**src/rtl/pgb_pkg.sv**
```systemverilog
/*
 pgb_pkg: register indices, field positions, reset values and codes for the
 pwm generator blanking / duty / period block.
 assumes: 16-bit register port, one clock (clk_sys, 10 MHz), synchronous reset.
*/
package pgb_pkg;
    localparam int DW = 16;
    localparam int AW = 3;
    // register indices on the plain register port
    localparam logic [2:0] IDX_PCI_CFG_HIGH = 3'h0;
    localparam logic [2:0] IDX_BLANK_LOW = 3'h1;
    localparam logic [2:0] IDX_BLANK_HIGH = 3'h2;
    localparam logic [2:0] IDX_PHASE = 3'h3;
    localparam logic [2:0] IDX_DUTY = 3'h4;
    localparam logic [2:0] IDX_DUTY_ADJ = 3'h5;
    localparam logic [2:0] IDX_PERIOD = 3'h6;
    localparam logic [2:0] IDX_STATUS = 3'h7;
    localparam logic [15:0] REG_RESET = 16'h0000;
    // write masks: unimplemented and read-only bits hold zero
    localparam logic [15:0] MASK_PCI_CFG_HIGH = 16'hF7FF;
    localparam logic [15:0] MASK_BLANK_LOW = 16'hFFF8;
    localparam logic [15:0] MASK_BLANK_HIGH = 16'h070F;
    localparam logic [15:0] MASK_DUTY_ADJ = 16'h00FF;
    // control-input config high fields
    localparam int SWCI_BIT = 7;
    localparam int SWCI_ROUTE_HI = 6;
    localparam int SWCI_ROUTE_LO = 5;
    localparam int TQ_POL_BIT = 3;
    localparam int TQ_SRC_HI = 2;
    localparam logic [1:0] ROUTE_TERM_QUAL = 2'h2;
    // blanking high fields
    localparam int OGEN_SEL_HI = 10;
    localparam int OGEN_SEL_LO = 8;
    localparam int HR_BIT = 3;
    localparam int HF_BIT = 2;
    localparam int LR_BIT = 1;
    localparam int LF_BIT = 0;
    // blanking low: bits below this are ignored
    localparam int BLANK_SHIFT = 3;
    localparam int BLANK_CNT_W = 16;
    localparam logic [15:0] BLANK_MIN_CLKS = 16'h0008;
    localparam int NUM_GEN = 8;
    localparam int DUTY_ADJ_W = 8;
    // status register bits
    localparam int ST_BLANK_BIT = 0;
    localparam int ST_TQ_BIT = 1;
    localparam int ST_OGEN_BIT = 2;
    localparam int ST_ADJ_BIT = 3;
    typedef enum logic [2:0] {
        PGB_TQ_FORCE1,
        PGB_TQ_DUTY,
        PGB_TQ_BLANK,
        PGB_TQ_TRIG,
        PGB_TQ_OGEN,
        PGB_TQ_SRC8,
        PGB_TQ_SRC9,
        PGB_TQ_SW
    } pgb_tq_sel_t;
endpackage

```
**src/rtl/pgb_top.sv**
```systemverilog
/*
 pgb_top: per-generator termination qualifier select, leading-edge blanking,
 other-generator source select, phase/duty/adjust/period registers.
 assumes: plain register port (read data one cycle after read strobe),
 all inputs synchronous to clk_sys, synchronous active-high reset.
*/
`timescale 1ns/1ns
module pgb_top (
    input wire logic clk_sys,
    input wire logic srst,
    input wire logic [2:0] reg_addr,
    input wire logic [15:0] reg_wdata,
    input wire logic reg_wr,
    input wire logic reg_rd,
    output logic [15:0] reg_rdata,
    input wire logic high_side_output,
    input wire logic low_side_output,
    input wire logic [7:0] gen_outputs,
    input wire logic [7:0] gen_present,
    input wire logic duty_active,
    input wire logic gen_triggered,
    input wire logic pci_src8,
    input wire logic pci_src9,
    input wire logic ctrl_input_active,
    output logic term_qualifier,
    output logic sw_term_input,
    output logic other_gen_out,
    output logic blanking_active,
    output logic [15:0] phase_out,
    output logic [15:0] period_out,
    output logic [15:0] eff_duty
);
    logic [15:0] pci_cfg_high;
    logic [15:0] blank_low;
    logic [15:0] blank_high;
    logic [15:0] phase_reg;
    logic [15:0] duty_reg;
    logic [15:0] duty_adj;
    logic [15:0] period_reg;
    logic [15:0] blank_cnt;
    logic [15:0] next_rdata;
    logic [15:0] blank_load;
    logic [15:0] status;
    logic [3:0] edge_trig;
    logic [3:0] edge_en;
    logic [3:0] edge_sig;
    logic any_edge;
    logic tq_raw;
    logic sw_bit_routed;
    logic ogen_sel;
    logic next_tq;
    logic [15:0] next_duty;

    // register writes; masks clear read-only and unimplemented bits
    always_ff @(posedge clk_sys) begin
        if (srst) begin
            pci_cfg_high <= pgb_pkg::REG_RESET;
            blank_low <= pgb_pkg::REG_RESET;
            blank_high <= pgb_pkg::REG_RESET;
            phase_reg <= pgb_pkg::REG_RESET;
            duty_reg <= pgb_pkg::REG_RESET;
            duty_adj <= pgb_pkg::REG_RESET;
            period_reg <= pgb_pkg::REG_RESET;
        end else if (reg_wr) begin
            case (reg_addr)
                pgb_pkg::IDX_PCI_CFG_HIGH: begin
                    pci_cfg_high <= reg_wdata & pgb_pkg::MASK_PCI_CFG_HIGH;
                end
                pgb_pkg::IDX_BLANK_LOW: begin
                    blank_low <= reg_wdata & pgb_pkg::MASK_BLANK_LOW;
                end
                pgb_pkg::IDX_BLANK_HIGH: begin
                    blank_high <= reg_wdata & pgb_pkg::MASK_BLANK_HIGH;
                end
                pgb_pkg::IDX_PHASE: begin
                    phase_reg <= reg_wdata;
                end
                pgb_pkg::IDX_DUTY: begin
                    // no clamp: minimum duty is up to software
                    duty_reg <= reg_wdata;
                end
                pgb_pkg::IDX_DUTY_ADJ: begin
                    duty_adj <= reg_wdata & pgb_pkg::MASK_DUTY_ADJ;
                end
                pgb_pkg::IDX_PERIOD: begin
                    period_reg <= reg_wdata;
                end
                default: begin
                end
            endcase
        end
    end

    assign status = {12'h000, (ctrl_input_active), other_gen_out, term_qualifier, blanking_active};

    always_comb begin
        case (reg_addr)
            pgb_pkg::IDX_PCI_CFG_HIGH: next_rdata = pci_cfg_high;
            pgb_pkg::IDX_BLANK_LOW: next_rdata = blank_low;
            pgb_pkg::IDX_BLANK_HIGH: next_rdata = blank_high;
            pgb_pkg::IDX_PHASE: next_rdata = phase_reg;
            pgb_pkg::IDX_DUTY: next_rdata = duty_reg;
            pgb_pkg::IDX_DUTY_ADJ: next_rdata = duty_adj;
            pgb_pkg::IDX_PERIOD: next_rdata = period_reg;
            pgb_pkg::IDX_STATUS: next_rdata = status;
            default: next_rdata = pgb_pkg::REG_RESET;
        endcase
    end

    // read data stands for the one cycle after the strobe, zero otherwise
    always_ff @(posedge clk_sys) begin
        if (srst) begin
            reg_rdata <= pgb_pkg::REG_RESET;
        end else if (reg_rd) begin
            reg_rdata <= next_rdata;
        end else begin
            reg_rdata <= pgb_pkg::REG_RESET;
        end
    end

    // edge enables: index 3..0 = high rise, high fall, low rise, low fall
    assign edge_en = {blank_high[pgb_pkg::HR_BIT], blank_high[pgb_pkg::HF_BIT],
                      blank_high[pgb_pkg::LR_BIT], blank_high[pgb_pkg::LF_BIT]};
    // one copy of each output per enable, in the same order as edge_en
    assign edge_sig = {high_side_output, high_side_output, low_side_output, low_side_output};

    pgb_edge_det u_edge_high (
        .clk_sys(clk_sys),
        .srst(srst),
        .sig(edge_sig[3]),
        .rise_en(edge_en[3]),
        .fall_en(edge_en[2]),
        .trig(edge_trig[1])
    );

    pgb_edge_det u_edge_low (
        .clk_sys(clk_sys),
        .srst(srst),
        .sig(edge_sig[1]),
        .rise_en(edge_en[1]),
        .fall_en(edge_en[0]),
        .trig(edge_trig[0])
    );

    assign edge_trig[3:2] = 2'b00;
    // only output edges start blanking; the other-generator source is not used
    assign any_edge = edge_trig[1] | edge_trig[0];

    // low bits dropped; zero field still yields the minimum of eight clocks
    assign blank_load = {blank_low[15:pgb_pkg::BLANK_SHIFT], 3'b000} + pgb_pkg::BLANK_MIN_CLKS;

    // retrigger on a fresh edge restarts the full interval
    always_ff @(posedge clk_sys) begin
        if (srst) begin
            blank_cnt <= pgb_pkg::REG_RESET;
        end else if (any_edge) begin
            blank_cnt <= blank_load - 16'h0001;
        end else if (blank_cnt != 16'h0000) begin
            blank_cnt <= blank_cnt - 16'h0001;
        end
    end

    always_ff @(posedge clk_sys) begin
        if (srst) begin
            blanking_active <= 1'b0;
        end else if (any_edge) begin
            blanking_active <= 1'b1;
        end else if (blank_cnt == 16'h0000) begin
            blanking_active <= 1'b0;
        end
    end

    // absent generator reads as zero
    assign ogen_sel = gen_outputs[blank_high[pgb_pkg::OGEN_SEL_HI:pgb_pkg::OGEN_SEL_LO]]
                    & gen_present[blank_high[pgb_pkg::OGEN_SEL_HI:pgb_pkg::OGEN_SEL_LO]];

    always_ff @(posedge clk_sys) begin
        if (srst) begin
            other_gen_out <= 1'b0;
        end else begin
            other_gen_out <= ogen_sel;
        end
    end

    assign sw_bit_routed = pci_cfg_high[pgb_pkg::SWCI_BIT]
        & (pci_cfg_high[pgb_pkg::SWCI_ROUTE_HI:pgb_pkg::SWCI_ROUTE_LO] == pgb_pkg::ROUTE_TERM_QUAL);

    always_ff @(posedge clk_sys) begin
        if (srst) begin
            sw_term_input <= 1'b0;
        end else begin
            sw_term_input <= sw_bit_routed;
        end
    end

    always_comb begin
        case (pgb_pkg::pgb_tq_sel_t'(pci_cfg_high[pgb_pkg::TQ_SRC_HI:0]))
            pgb_pkg::PGB_TQ_FORCE1: tq_raw = 1'b1;
            pgb_pkg::PGB_TQ_DUTY: tq_raw = duty_active;
            pgb_pkg::PGB_TQ_BLANK: tq_raw = blanking_active;
            pgb_pkg::PGB_TQ_TRIG: tq_raw = gen_triggered;
            pgb_pkg::PGB_TQ_OGEN: tq_raw = ogen_sel;
            pgb_pkg::PGB_TQ_SRC8: tq_raw = pci_src8;
            pgb_pkg::PGB_TQ_SRC9: tq_raw = pci_src9;
            pgb_pkg::PGB_TQ_SW: tq_raw = 1'b0;
            default: tq_raw = 1'b0;
        endcase
    end
    assign next_tq = tq_raw ^ pci_cfg_high[pgb_pkg::TQ_POL_BIT];

    always_ff @(posedge clk_sys) begin
        if (srst) begin
            term_qualifier <= 1'b0;
        end else begin
            term_qualifier <= next_tq;
        end
    end

    // 16-bit wrap on overflow is accepted; software keeps the sum in range
    assign next_duty = ctrl_input_active ? duty_reg + duty_adj : duty_reg;

    always_ff @(posedge clk_sys) begin
        if (srst) begin
            eff_duty <= pgb_pkg::REG_RESET;
            phase_out <= pgb_pkg::REG_RESET;
            period_out <= pgb_pkg::REG_RESET;
        end else begin
            eff_duty <= next_duty;
            phase_out <= phase_reg;
            period_out <= period_reg;
        end
    end

    // assertions
    property p_blank_start;
        @(posedge clk_sys) disable iff (srst) any_edge |=> blanking_active;
    endproperty
    a_blank_start: assert property (p_blank_start) else $error("blanking not started");

    property p_blank_min;
        @(posedge clk_sys) disable iff (srst)
            (any_edge && blank_low[15:3] == 13'h0) ##1 !any_edge [*7] |-> blanking_active;
    endproperty
    a_blank_min: assert property (p_blank_min) else $error("blanking shorter than eight clocks");

    property p_blank_end;
        @(posedge clk_sys) disable iff (srst)
            (any_edge && blank_low[15:3] == 13'h0) ##1 !any_edge [*8] |=> !blanking_active;
    endproperty
    a_blank_end: assert property (p_blank_end) else $error("blanking longer than eight clocks");

    property p_hr_edge;
        @(posedge clk_sys) disable iff (srst)
            (edge_en[3] && $rose(high_side_output)) |=> blanking_active;
    endproperty
    a_hr_edge: assert property (p_hr_edge) else $error("high rise did not blank");

    property p_lf_edge;
        @(posedge clk_sys) disable iff (srst)
            (edge_en[0] && $fell(low_side_output)) |=> blanking_active;
    endproperty
    a_lf_edge: assert property (p_lf_edge) else $error("low fall did not blank");

    property p_no_edge_no_blank;
        @(posedge clk_sys) disable iff (srst)
            (!blanking_active && !any_edge) |=> !blanking_active;
    endproperty
    a_no_edge_no_blank: assert property (p_no_edge_no_blank) else $error("blanking without edge");

    property p_tq_force;
        @(posedge clk_sys) disable iff (srst)
            (pci_cfg_high[3:0] == 4'h0) |=> term_qualifier;
    endproperty
    a_tq_force: assert property (p_tq_force) else $error("forced qualifier not one");

    property p_tq_inv;
        @(posedge clk_sys) disable iff (srst)
            (pci_cfg_high[3:0] == 4'hF) |=> term_qualifier;
    endproperty
    a_tq_inv: assert property (p_tq_inv) else $error("inverted software qualifier not one");

    property p_duty_adj;
        @(posedge clk_sys) disable iff (srst)
            ctrl_input_active |=> eff_duty == $past(duty_reg) + $past(duty_adj);
    endproperty
    a_duty_adj: assert property (p_duty_adj) else $error("effective duty wrong");

    property p_low_bits;
        @(posedge clk_sys) disable iff (srst) blank_low[2:0] == 3'b000 && duty_adj[15:8] == 8'h00;
    endproperty
    a_low_bits: assert property (p_low_bits) else $error("read-only bits set");
endmodule // pgb_top

```
**src/rtl/pgb_edge_det.sv**
```systemverilog
/*
 pgb_edge_det: rising / falling edge detector for one output; trigger is combinational, only the previous level is registered.
 assumes: input synchronous to clk_sys.
*/
`timescale 1ns/1ns
module pgb_edge_det (
    input wire logic clk_sys,
    input wire logic srst,
    input wire logic sig,
    input wire logic rise_en,
    input wire logic fall_en,
    output logic trig
);
    logic prev;
    always_ff @(posedge clk_sys) begin
        if (srst) begin
            prev <= 1'b0;
        end else begin
            prev <= sig;
        end
    end
    // an edge counts only when its enable is set
    assign trig = (rise_en & sig & ~prev) | (fall_en & ~sig & prev);
endmodule // pgb_edge_det

```
**config.mk**
```make
export PLATFORM = sky130hd
export DESIGN_NAME = pgb_top
export DESIGN_NICKNAME = d
export VERILOG_FILES = /design/src/rtl/pgb_pkg.sv /design/src/rtl/pgb_top.sv /design/src/rtl/pgb_edge_det.sv
export SDC_FILE = /design/constraint.sdc
export NUM_CORES = 1
export LEC_CHECK = 0
export ABC_AREA = 0
export BUFFER_PORTS_ARGS = -buffer_cell sky130_fd_sc_hd__buf_2
export CELL_PAD_IN_SITES_DETAIL_PLACEMENT = 2
export CELL_PAD_IN_SITES_GLOBAL_PLACEMENT = 2
export CORE_ASPECT_RATIO = 2
export CORE_UTILIZATION = 36
export CTS_CLUSTER_DIAMETER = 200
export DETAILED_ROUTE_END_ITERATION = 8
export HOLD_SLACK_MARGIN = 0.15
export MAX_ROUTING_LAYER = met4
export PLACE_DENSITY_LB_ADDON = 0.1
export SYNTH_ARGS = -nofsm -noshare
export SYNTH_HDL_FRONTEND = slang
export SYNTH_SLANG_ARGS = --single-unit
```
**constraint.sdc**
```tcl
create_clock -name clk_sys -period 4.08 [get_ports clk_sys]
set_clock_uncertainty 0.15 [all_clocks]
set_input_delay 0.612 -clock clk_sys [delete_from_list [all_inputs] [get_ports clk_sys]]
set_output_delay 0.612 -clock clk_sys [all_outputs]
set_load 0.05 [all_outputs]
```
# Word level (Yosys, flattened, before mapping)
# Index checks and enable logic that the tools add are counted.
word_totals:
  regBits: 177
  inputBits: 46
  out_inout_bits: 68
  word_cells: 82
op_classes:
  reduce_logical: 14
  bitwise_logic: 19
  mux: 11
  magnitude_cmp: 1
  eq_ne: 15
  add_sub_neg: 4
op_table:
  columns: ["operator", "n"]
  rows:
  - ["$pmux 16 s8", 1]
  - ["$mux 16", 3]
  - ["$sub 16x1->16 const B", 2]
  - ["$eq 3x3->1 const B", 8]
  - ["$add 16x4->16 const B", 1]
  - ["$add 16x8->16", 1]
  - ["$logic_not 16->1", 1]
  - ["$reduce_bool 16->1", 1]
  - ["$reduce_and 2->1", 7]
  - ["$eq 3x2->1 const B", 4]
  - ["$and 1x1->1", 10]
  - ["$pmux 1 s8", 1]
  - ["$bmux 1 s3", 2]
  - ["$eq 3x1->1 const B", 2]
  - ["$logic_not 3->1", 2]
  - ["$not 1->1", 5]
  - ["$lt 3x4->1 const B", 1]
  - ["$mux 1", 4]
  - ["$reduce_bool 2->1", 2]
  - ["$or 1x1->1", 3]
  - ["$eq 2x2->1 const B", 1]
  - ["$reduce_or 2->1", 1]
  - ["$xor 1x1->1", 1]

# Longest topological paths before layout
# Gate-level depths: netlist of run 1.
logic_depth:
  word_depth: 6
  ltp_mapped: 8
  ltp_nobuf: 7

# Hierarchy
# A second synthesis of run 1 with hierarchy kept.
unflattened:
  cells_unflattened: 875
  area_unflattened_um2: 7370.8
by_module_without_submodules:
  columns: ["module", "cells_per_inst", "n_inst", "seq_area_each_um2", "area_per_inst_um2"]
  rows:
  - ["pgb_top", 865, 1, 3503.4, 7290.7]
  - ["pgb_edge_det", 5, 2, 20.0, 40.0]

# Worst setup path after synthesis of run 1
# Ideal clock, no wire load.
synth_timing:
  path_kind: "flip-flop to flip-flop"
  startpoint: "register blank_cnt[0]"
  endpoint: "register blank_cnt[15]"
  setup_slack_ns: 1.939
  t_required_ns: 3.793
  stages_incl_launch_ff: 8
  arrival_ns: 1.854
  synth_period_minus_slack_ns: 2.141
  setup_ns: 0.137
  path_buffers: 0
  cell_sequence: "dfxtp_1 > inv_1 > ha_1 > or4b_4 > or3_4 > a211o_1 > a32oi_1 > a211oi_1"
synth_via:
  elab_chain_cells: 3
  word_cells_on_any_way: 5
  classes_between: "add/sub (1); mux (2); reduce/logical (2)"
synth_lines:
  columns: ["item", "line", "rtl"]
  rows:
  - ["from (decl)", "pgb_top.sv:40", "logic [15:0] blank_cnt;"]
  - ["from (signal assigned)", "pgb_top.sv:155", "blank_cnt <= pgb_pkg::REG_RESET;"]
  - ["from (signal assigned)", "pgb_top.sv:157", "blank_cnt <= blank_load - 16'h0001;"]
  - ["from (signal assigned)", "pgb_top.sv:159", "blank_cnt <= blank_cnt - 16'h0001;"]
  - ["$sub 16x1->16", "pgb_top.sv:159", null]
  - ["$mux 16", "pgb_top.sv:158", "end else if (blank_cnt != 16'h0000) begin"]
  - ["$mux 16", "pgb_top.sv:156", "end else if (any_edge) begin"]
# Parallel ways exist; a longest one is shown, timed or not. The select of a mux whose other input is x is not followed.
# A chain may end at the register's enable or synchronous reset.

# Worst setup path after layout of run 1
layout_timing:
  startpoint: "register blank_cnt[0]"
  endpoint: "register blank_cnt[1]"
# The elaborated chain is that of the path after synthesis.

==> summary by stage, run 1 <==
Outcome
The flow ran to the end, and the final reports show no timing, DRC or antenna violations.

Route
The post-detailed-route wirelength per cell is about 20 µm. The routed design has between 20000 and 30000 µm of wire. For this run, design rule violations remaining after detail routing come to 0. For this block, the initial DRC count from the detailed router was between 200 and 250. The detailed-router iteration count before antenna repair is 4. Dividing the detail-routed via count by the number of cells gives around 5.3.

Summing over every cut layer, the via total after detailed routing is 6710. Once detail routing completed, the nets flagged for antenna violations numbered 0.

Setup path
The arrival time reported for the critical path endpoint is 2.84 ns. At the worst endpoint, the required time is roughly 4.3 ns. The worst setup path is launched from a flop. STA classifies the critical path endpoint as a flop. The critical path is of the reg2reg type. Along the worst path, the maximum fanout reaches 11.

Synth
Summing the areas of all xor and xnor instances in the mapped netlist gives 1.17% of the synthesized area. The share of synthesized area occupied by flip-flops and latches is between 40% and 50%. The proportion of synthesized area in mux cells is under 10%.

Summing the areas of all compound-gate instances in the mapped netlist gives between 15 and 20% of the synthesized area. The netlist uses 61 different library cells. The synthesized area divided by synthesized cell count is approximately 8.4 µm². The async set-reset flop share out of synthesis is 0%. When the netlist entered floorplanning its net count stood at 943. Summing the areas of all and, or, nand and nor instances in the mapped netlist gives about a quarter of the synthesized area.

The cell count after synthesis came out at slightly below 900. The largest family of logic cells by synthesized area is simple AND/OR/NAND/NOR gates. The synthesis-stage register bit count is around 180. In this run, synthesis inferred 0 flip-flops with an integrated enable.

The number of warnings printed during yosys synthesis is 0. The top flip-flop cell by instance count after synthesis is dfxtp_1. Of the total synthesized cell area, the portion taken by full adders, half adders and majority gates is 1.95%. The cell area after synthesis is approximately 0.0075 mm².

Power
The total power is ~0.0046 W. In this run the static leakage power is between 3 and 4 nW. The worst-case IR drop observed on VDD is 0.247 mV. Dividing total power by cell area gives a power density of 519 mW/mm².

Clocking
The total of hold buffers inserted after clock tree synthesis is 0. The number of cells upsized or downsized after cts is 0. The total setup buffers inserted after CTS is 0.

TritonCTS built the clock tree. The root cell of the clock tree is clkbuf_16. The clock insertion delay at the later pin of the skew report is between 0.4 and 0.5 ns. The clock-pin slew reported for the worst setup and hold paths after clock tree synthesis is about 0.07 ns. The clock passes through at most 2 buffers. The maximum level of the CTS H-tree is 4. The clock net in this run drives a total of roughly 180 sinks.

Clock tree synthesis inserted a total of 17 buffers.

Cells and area
Compared with the post-synthesis result, the final layout area differs by 18.8%. The share of the core filled with cells is 43.5%. The library cells used most frequently in the layout, excluding fill and tap cells, are 208 x nand2_1, 177 x dfxtp_1, 118 x a21oi_1. Leaving out fill and tap cells, the most frequent cell in the layout is nand2_1. The repair_antennas step left the layout with diodes totalling 0.

The share of final-layout standard cells stronger than drive strength 1 is 17.9%. After routing the design area is between 0.008 and 0.009 mm². The number of nets in the layout is 1035.

STA
The timing-limited maximum frequency is 380 MHz. Across all hold checks on the routed design, the worst slack comes to about 0.30 ns. Headroom to the max-slew limit came out at a little under half. Subtracting the final worst setup slack from the clock period gives between 2 and 3 ns. The number of max-slew violations in the final report was 0.

Setup repair after global routing left no endpoint under its margin. Adding up every negative setup slack in the final design gives 0 ns. The total setup violations reported at the end of the flow is 0.

For the pin with the worst max-slew slack, the measured transition is between 0.8 and 0.9 ns. After layout, the worst path uses 64.6% of the clock period. The final hold violation count was 0.

Placed design
The wire-length estimate of the detail-placed layout is roughly 19000 µm. The area after detailed placement is 0.00825 mm². Buffers placed on the I/O ports in this run total ~110.

The final estimated routing congestion in global placement is between 0.7 and 0.8.

GRT
The first global-routing pass estimated 39700 µm of wire. The maximum number of pins on one net before global-route repair is 66. The residual overflow from global routing is 0.

The number of antenna violations at the first check in global routing is 0. Global routing used ~25% of the available tracks across all layers. The via count of the first global-routing pass is around 7300.

Floorplanning
between 100 and 150 I/O pins were placed. The number of placement rows is 74. The effective utilization at floorplan is roughly 37%.

The die height is 206 µm. The die covers around 0.021 mm². The standard cell core area is just over 0.02 mm². The floorplan step set the die width to about 100 µm.

Min path
The tightest min-delay check is of the in2reg type.

Flow run
The number of maximum-capacitance violations is 0.
==> path summary, 6_finish.rpt <==
path                                               startpoint                             to  slack (ns)  cells after the start
worst max-delay path                blank_cnt[0]$_SDFFE_PP0P_      blank_cnt[1]$_SDFFE_PP0P_        1.45                      7
worst min-delay path                          low_side_output     u_edge_low.prev$_SDFF_PP0_        0.30                      2
worst min register to register  pci_cfg_high[14]$_SDFFE_PP0P_  pci_cfg_high[14]$_SDFFE_PP0P_        0.31                      2
worst max register to register      blank_cnt[0]$_SDFFE_PP0P_      blank_cnt[1]$_SDFFE_PP0P_        1.45                      7
==> cell families after synthesis <==
| group | count (synthesis) |
|---|---|
| AOI/OAI and AO/OA | 201 |
| xor gates and xnor gates | 10 |
| adders and majority gates | 11 |
| buffers and inverters | 63 |
| DFF | 177 |
| muxes | 39 |
| and+or+nand+nor | 385 |
==> worst max-delay path, stage by stage, from the launching register on <==
cell and delay (ns):
dfxtp_1 0.34, inv_1 0.13, ha_1 0.15, or4b_4 0.48
nor4_4 0.35, nand2_1 0.40, mux2_1 0.43, a21oi_1 0.14
==> routing by layer <==
| metal | GRT usage (%) | part of all wire, % | vias up |
|---|---|---|---|
| li1 | - | - | 3210 |
| met1 | 25.3 | 39 | 3373 |
| met2 | 48.3 | 57 | 98 |
| met3 | 3.86 | 1.7 | 29 |
| met4 | 9.18 | 2.3 | 0 |
| met5 | - | 0 | - |
==> power by group <==
part	internal, W	total [W]	switching, W
registers	0.00183	0.00196	0.000129
clock network	0.000996	0.00170	0.000707
logic	0.000359	0.000932	0.000573
total	0.00319	0.00460	0.00141
==> layout make-up <==
cell class | instances | area, µm²
sequential | 177 | 3540
clock inverter | 13 | 159
timing repair buffer | 125 | 658
inverter | 11 | 41.3
tap | 266 | 333
multi-input combinational | 646 | 3670
clock buffer | 19 | 453
fill | 2338 | 11500
==> per-stage QoR <==
| step | setup slack [ns] | cells |
|---|---|---|
| 5_1_grt | 1.26 | 1257 |
| 3_5_place_dp | 1.41 | 1225 |
| 3_3_place_gp | 1.45 | 1225 |
| 6_report | 1.45 | 1257 |
| 2_1_floorplan | 1.94 | 886 |
| 4_1_cts | 1.40 | 1257 |
==> synthesized netlist by cell type (all sizes together), types with 3 or more instances <==
cell type	instances	area (µm²)
mux2i	25	250
inv	11	41.3
xnor2	8	70.1
o21ai	20	100
nor2b	48	300
a31oi	5	31.3
a211o	3	26.3
buf	12	48.8
a311oi	3	26.3
a21oi	118	591
dfxtp	177	3540
a22o	4	35.0
o22ai	5	31.3
o221a	3	33.8
nand3b	7	52.6
a22oi	5	37.5
nand2	208	781
nor3	6	35.0
or3	6	42.5
clkbuf	40	150
nor4	5	52.6
o21bai	6	45.0
mux2	9	101
o211ai	3	22.5
mux4	5	113
and2	7	43.8
nand3	23	115
nor2	51	191
ha	10	125
nand2b	12	75.1
a211oi	12	90.1
No activity file was read; power rests on OpenSTA's default activity.
==> inputs of run 2 (changes only) <==
ABC_AREA = 1   (was 0)
CORE_UTILIZATION = 32   (was 36)
clock period = 2.7 ns   (was 4.08 ns; I/O delays follow)
==> run 2 against run 1 <==
  * Global-route usage is 0.17 points lower
  * Critical path depth is 4 higher
  * Routed wire length is 6.5% higher
  * Synthesized area is 2.5% lower
  * Critical endpoint is now blank_cnt[14]$_SDFFE_PP0P_
  * Largest power group unchanged
  * Highest routed layer unchanged
==> summary by stage, run 2 <==
Outcome
The flow ran to the end, and the final reports show no timing, DRC or antenna violations.

Setup path
The critical path in this run is classified as in2reg. The critical path data required time is slightly below 3 ns. In this run the worst path has a maximum fanout of 12. The type of element launching the critical path is an input port. Data on the critical path arrives at its endpoint at between 2 and 2.5 ns. STA classifies the critical path endpoint as a flop.

Clocking
The total setup buffers inserted after CTS is 0. The buffer depth of the longest clock path is 2. Clock-pin slew was measured on the worst setup and hold paths at approximately 0.060 ns. The total CTS buffers is 17. Clock tree synthesis selected as its root buffer the cell clkbuf_16.

The clock insertion delay at the later pin of the skew report is between 0.4 and 0.5 ns. The number of clock sinks is between 150 and 200. The H-tree generated during clock tree synthesis spans 4 levels. The TritonCTS clock tree is built. The number of cells upsized or downsized after cts is 0.

STA
Summed over all failing endpoints, the final setup total negative slack is 0 ns. The worst slew margin relative to its limit is 54.8%. After layout, the minimum clock period comes to about 2.1 ns.

The measured slew at the worst slew-check pin is about 0.68 ns. The number of max-slew violations in the final report is 0. Setup violations remaining at the end of the flow were counted as 0. Derived from the worst setup path, the maximum achievable clock frequency is approximately 470 MHz. The final cycle utilization of the critical path is 78.1%. The least setup slack across all paths after layout is approximately 0.6 ns. Setup repair after global routing left no endpoint under its margin. The final hold violation count is 0.

Floorplanning
The total area inside the core boundary comes to between 0.02 and 0.025 mm². The effective utilization at floorplan is 32.8%. The number of placement rows is 77. The die height is approximately 220 µm. The number of top-level pins is around 110. The horizontal die dimension is between 100 and 150 µm. The floorplan step defined a die boundary enclosing approximately 0.023 mm².

Synth
Summing the areas of all fa, ha and maj instances in the mapped netlist gives under 10% of the synthesized area. Of the post-synthesis cell area, the dominant cell type holds about half. The most common cell in the netlist is dfxtp_1. The share of synthesized area occupied by flip-flops and latches is approximately half. Synthesis produced slightly below 1000 cells.

The top flip-flop cell by instance count after synthesis is dfxtp_1. The xor/xnor share of the synthesized area is under 10%. The number of enable-type register cells in the synthesized netlist is 0. The synthesized design contains roughly 180 register bits. The mapped netlist covers 0.00727 mm². By area the synthesized netlist is led by dfxtp_1 49%, a21oi_1 10%, nand2_1 7.3%. The number of warnings printed during yosys synthesis is 0.

The commonest cells after synthesis are 177 x dfxtp_1, 145 x a21oi_1, 141 x nand2_1. Summed over all instances, the cell type with the most area after synthesis is dfxtp_1. The synthesized netlist devotes about 18% of its cell area to simple gates. Summing the areas of all compound-gate instances in the mapped netlist gives 20.1% of the synthesized area. The largest family of logic cells by synthesized area is compound AO/OA/AOI/OAI gates.

The total nets after synthesis is approximately 1000. A synthesized cell averages approximately 7.5 µm². The number of library cell types mapped by synthesis is 35. Of the post-synthesis cell area, the part taken by muxes is 0%.

The async set-reset flop share out of synthesis is 0%.

Cells and area
The post-route netlist has 16.0% of its cells at a drive strength greater than 1. The synthesis-to-finish area growth is 19.9%. The final layout contains ~1100 nets. Leaving out fill and tap cells, the most frequent cells in the layout are 177 x dfxtp_1, 145 x a21oi_1, 141 x nand2_1. The total inserted antenna cells is 0. The most frequent standard cell in the layout excluding fill and tap cells is dfxtp_1.

The finished cells cover between 0.008 and 0.009 mm².

Placed design
Routability-driven placement finished with a final weighted congestion of 0.788. Before CTS, the worst setup slack after placement is around 0.56 ns. The count of buffers inserted at the top-level ports is about 110. The HPWL reported at the end of detailed placement is approximately 20000 µm. The area after detailed placement is 0.00812 mm².

Route
In the final routed layout, each cell accounts on average for a little under 20 µm. The detail-routed via count per cell is around 5. For this block, the routed nets add up to between 20000 and 30000 µm of wire. The routed layout has roughly 7000 vias. The first TritonRoute pass finished after 4 iterations. The remaining routing DRC violations is 0.

Once detail routing completed, the nets flagged for antenna violations numbered 0. After the first detailed-routing iteration, the DRC count stood at 225.

Power
The largest voltage drop on the vdd net is between 0.5 and 0.6 mV. The analysis attributes to cell leakage a power of between 3 and 4 nW. The power density of the placed cells is around 790 mW/mm².

GRT
The number of antenna violations at the first check in global routing was 0. The first global-routing pass estimated around 42000 µm of wire. Global routing used approximately a quarter of the available tracks. The via count of the first global-routing pass is approximately 7500. Entering global routing, the biggest net connects slightly above 70 pins. The residual overflow from global routing is 0.

Min path
The worst hold-check path type is in2reg.

Flow run
Max-cap violations in this run came to 0.
-- run 2: kinds of logic (layout without fill, tap and decap cells) --
kind of cell,after synthesis,in the layout
buf+inv,175,295
fa+ha+maj,11,11
compound gates,280,280
simple gates,317,317
flops,177,177
xor+xnor,15,15
-- run 2: cell type report --
type	instances	area (µm²)
Fill cell	2678	13400
Sequential cell	177	3540
Multi-Input combinational cell	623	3050
Timing Repair Buffer	133	741
Inverter	130	488
Clock buffer	21	470
Tap cell	276	345
Clock inverter	11	81.3
-- run 2: worst max-delay path, stage by stage --
cell and delay [ns]:
dlygate4sd3_1 0.52, buf_2 0.11, inv_1 0.05, nand3_1 0.06, o21ai_0 0.08, a21oi_1 0.37, nand2_1 0.18, inv_1 0.13
buf_4 0.20, nand2_1 0.07, a21oi_1 0.15
-- run 2: layer usage --
metal	GRT usage [%]	share of wire [%]	vias up
met1	25.5	38	3474
li1	-	-	3397
met5	-	0	-
met2	46.7	57	124
met3	4.12	2.3	34
met4	7.66	2.0	0
-- run 2: timing repair --
item / in CTS / in global routing
setup endpoints to repair: 0 / 0
hold buffers: 5 / 0
endpoints found under the hold margin: 5 / 0
-- run 2: path summary, 6_finish.rpt --
check / start / endpoint / slack, ns / depth (start not counted)
worst max-delay path: high_side_output / blank_cnt[14]$_SDFFE_PP0P_ / 0.59 / 11
worst max register to register: duty_reg[0]$_SDFFE_PP0P_ / eff_duty[12]$_SDFF_PP0_ / 0.64 / 9
worst min register to register: phase_reg[0]$_SDFFE_PP0P_ / phase_out[0]$_SDFF_PP0_ / 0.32 / 2
worst min-delay path: reg_wdata[12] / pci_cfg_high[12]$_SDFFE_PP0P_ / 0.18 / 3
-- run 2: report_power, final --
group,internal (W),switching (W)
Clock,0.00125,0.00108
Combinational,0.000528,0.00108
Sequential,0.00280,0.000146
-- run 2: through the flow --
stage          total power (W)  util (%)  hold slack, ns  cells
2_1_floorplan          0.00409         -           0.270    975
3_3_place_gp           0.00457      36.6           0.297   1334
3_5_place_dp           0.00464      36.6           0.303   1334
4_1_cts                0.00700      39.4           0.159   1371
5_1_grt                0.00730      39.4           0.167   1371
6_report               0.00689      39.4           0.178   1371
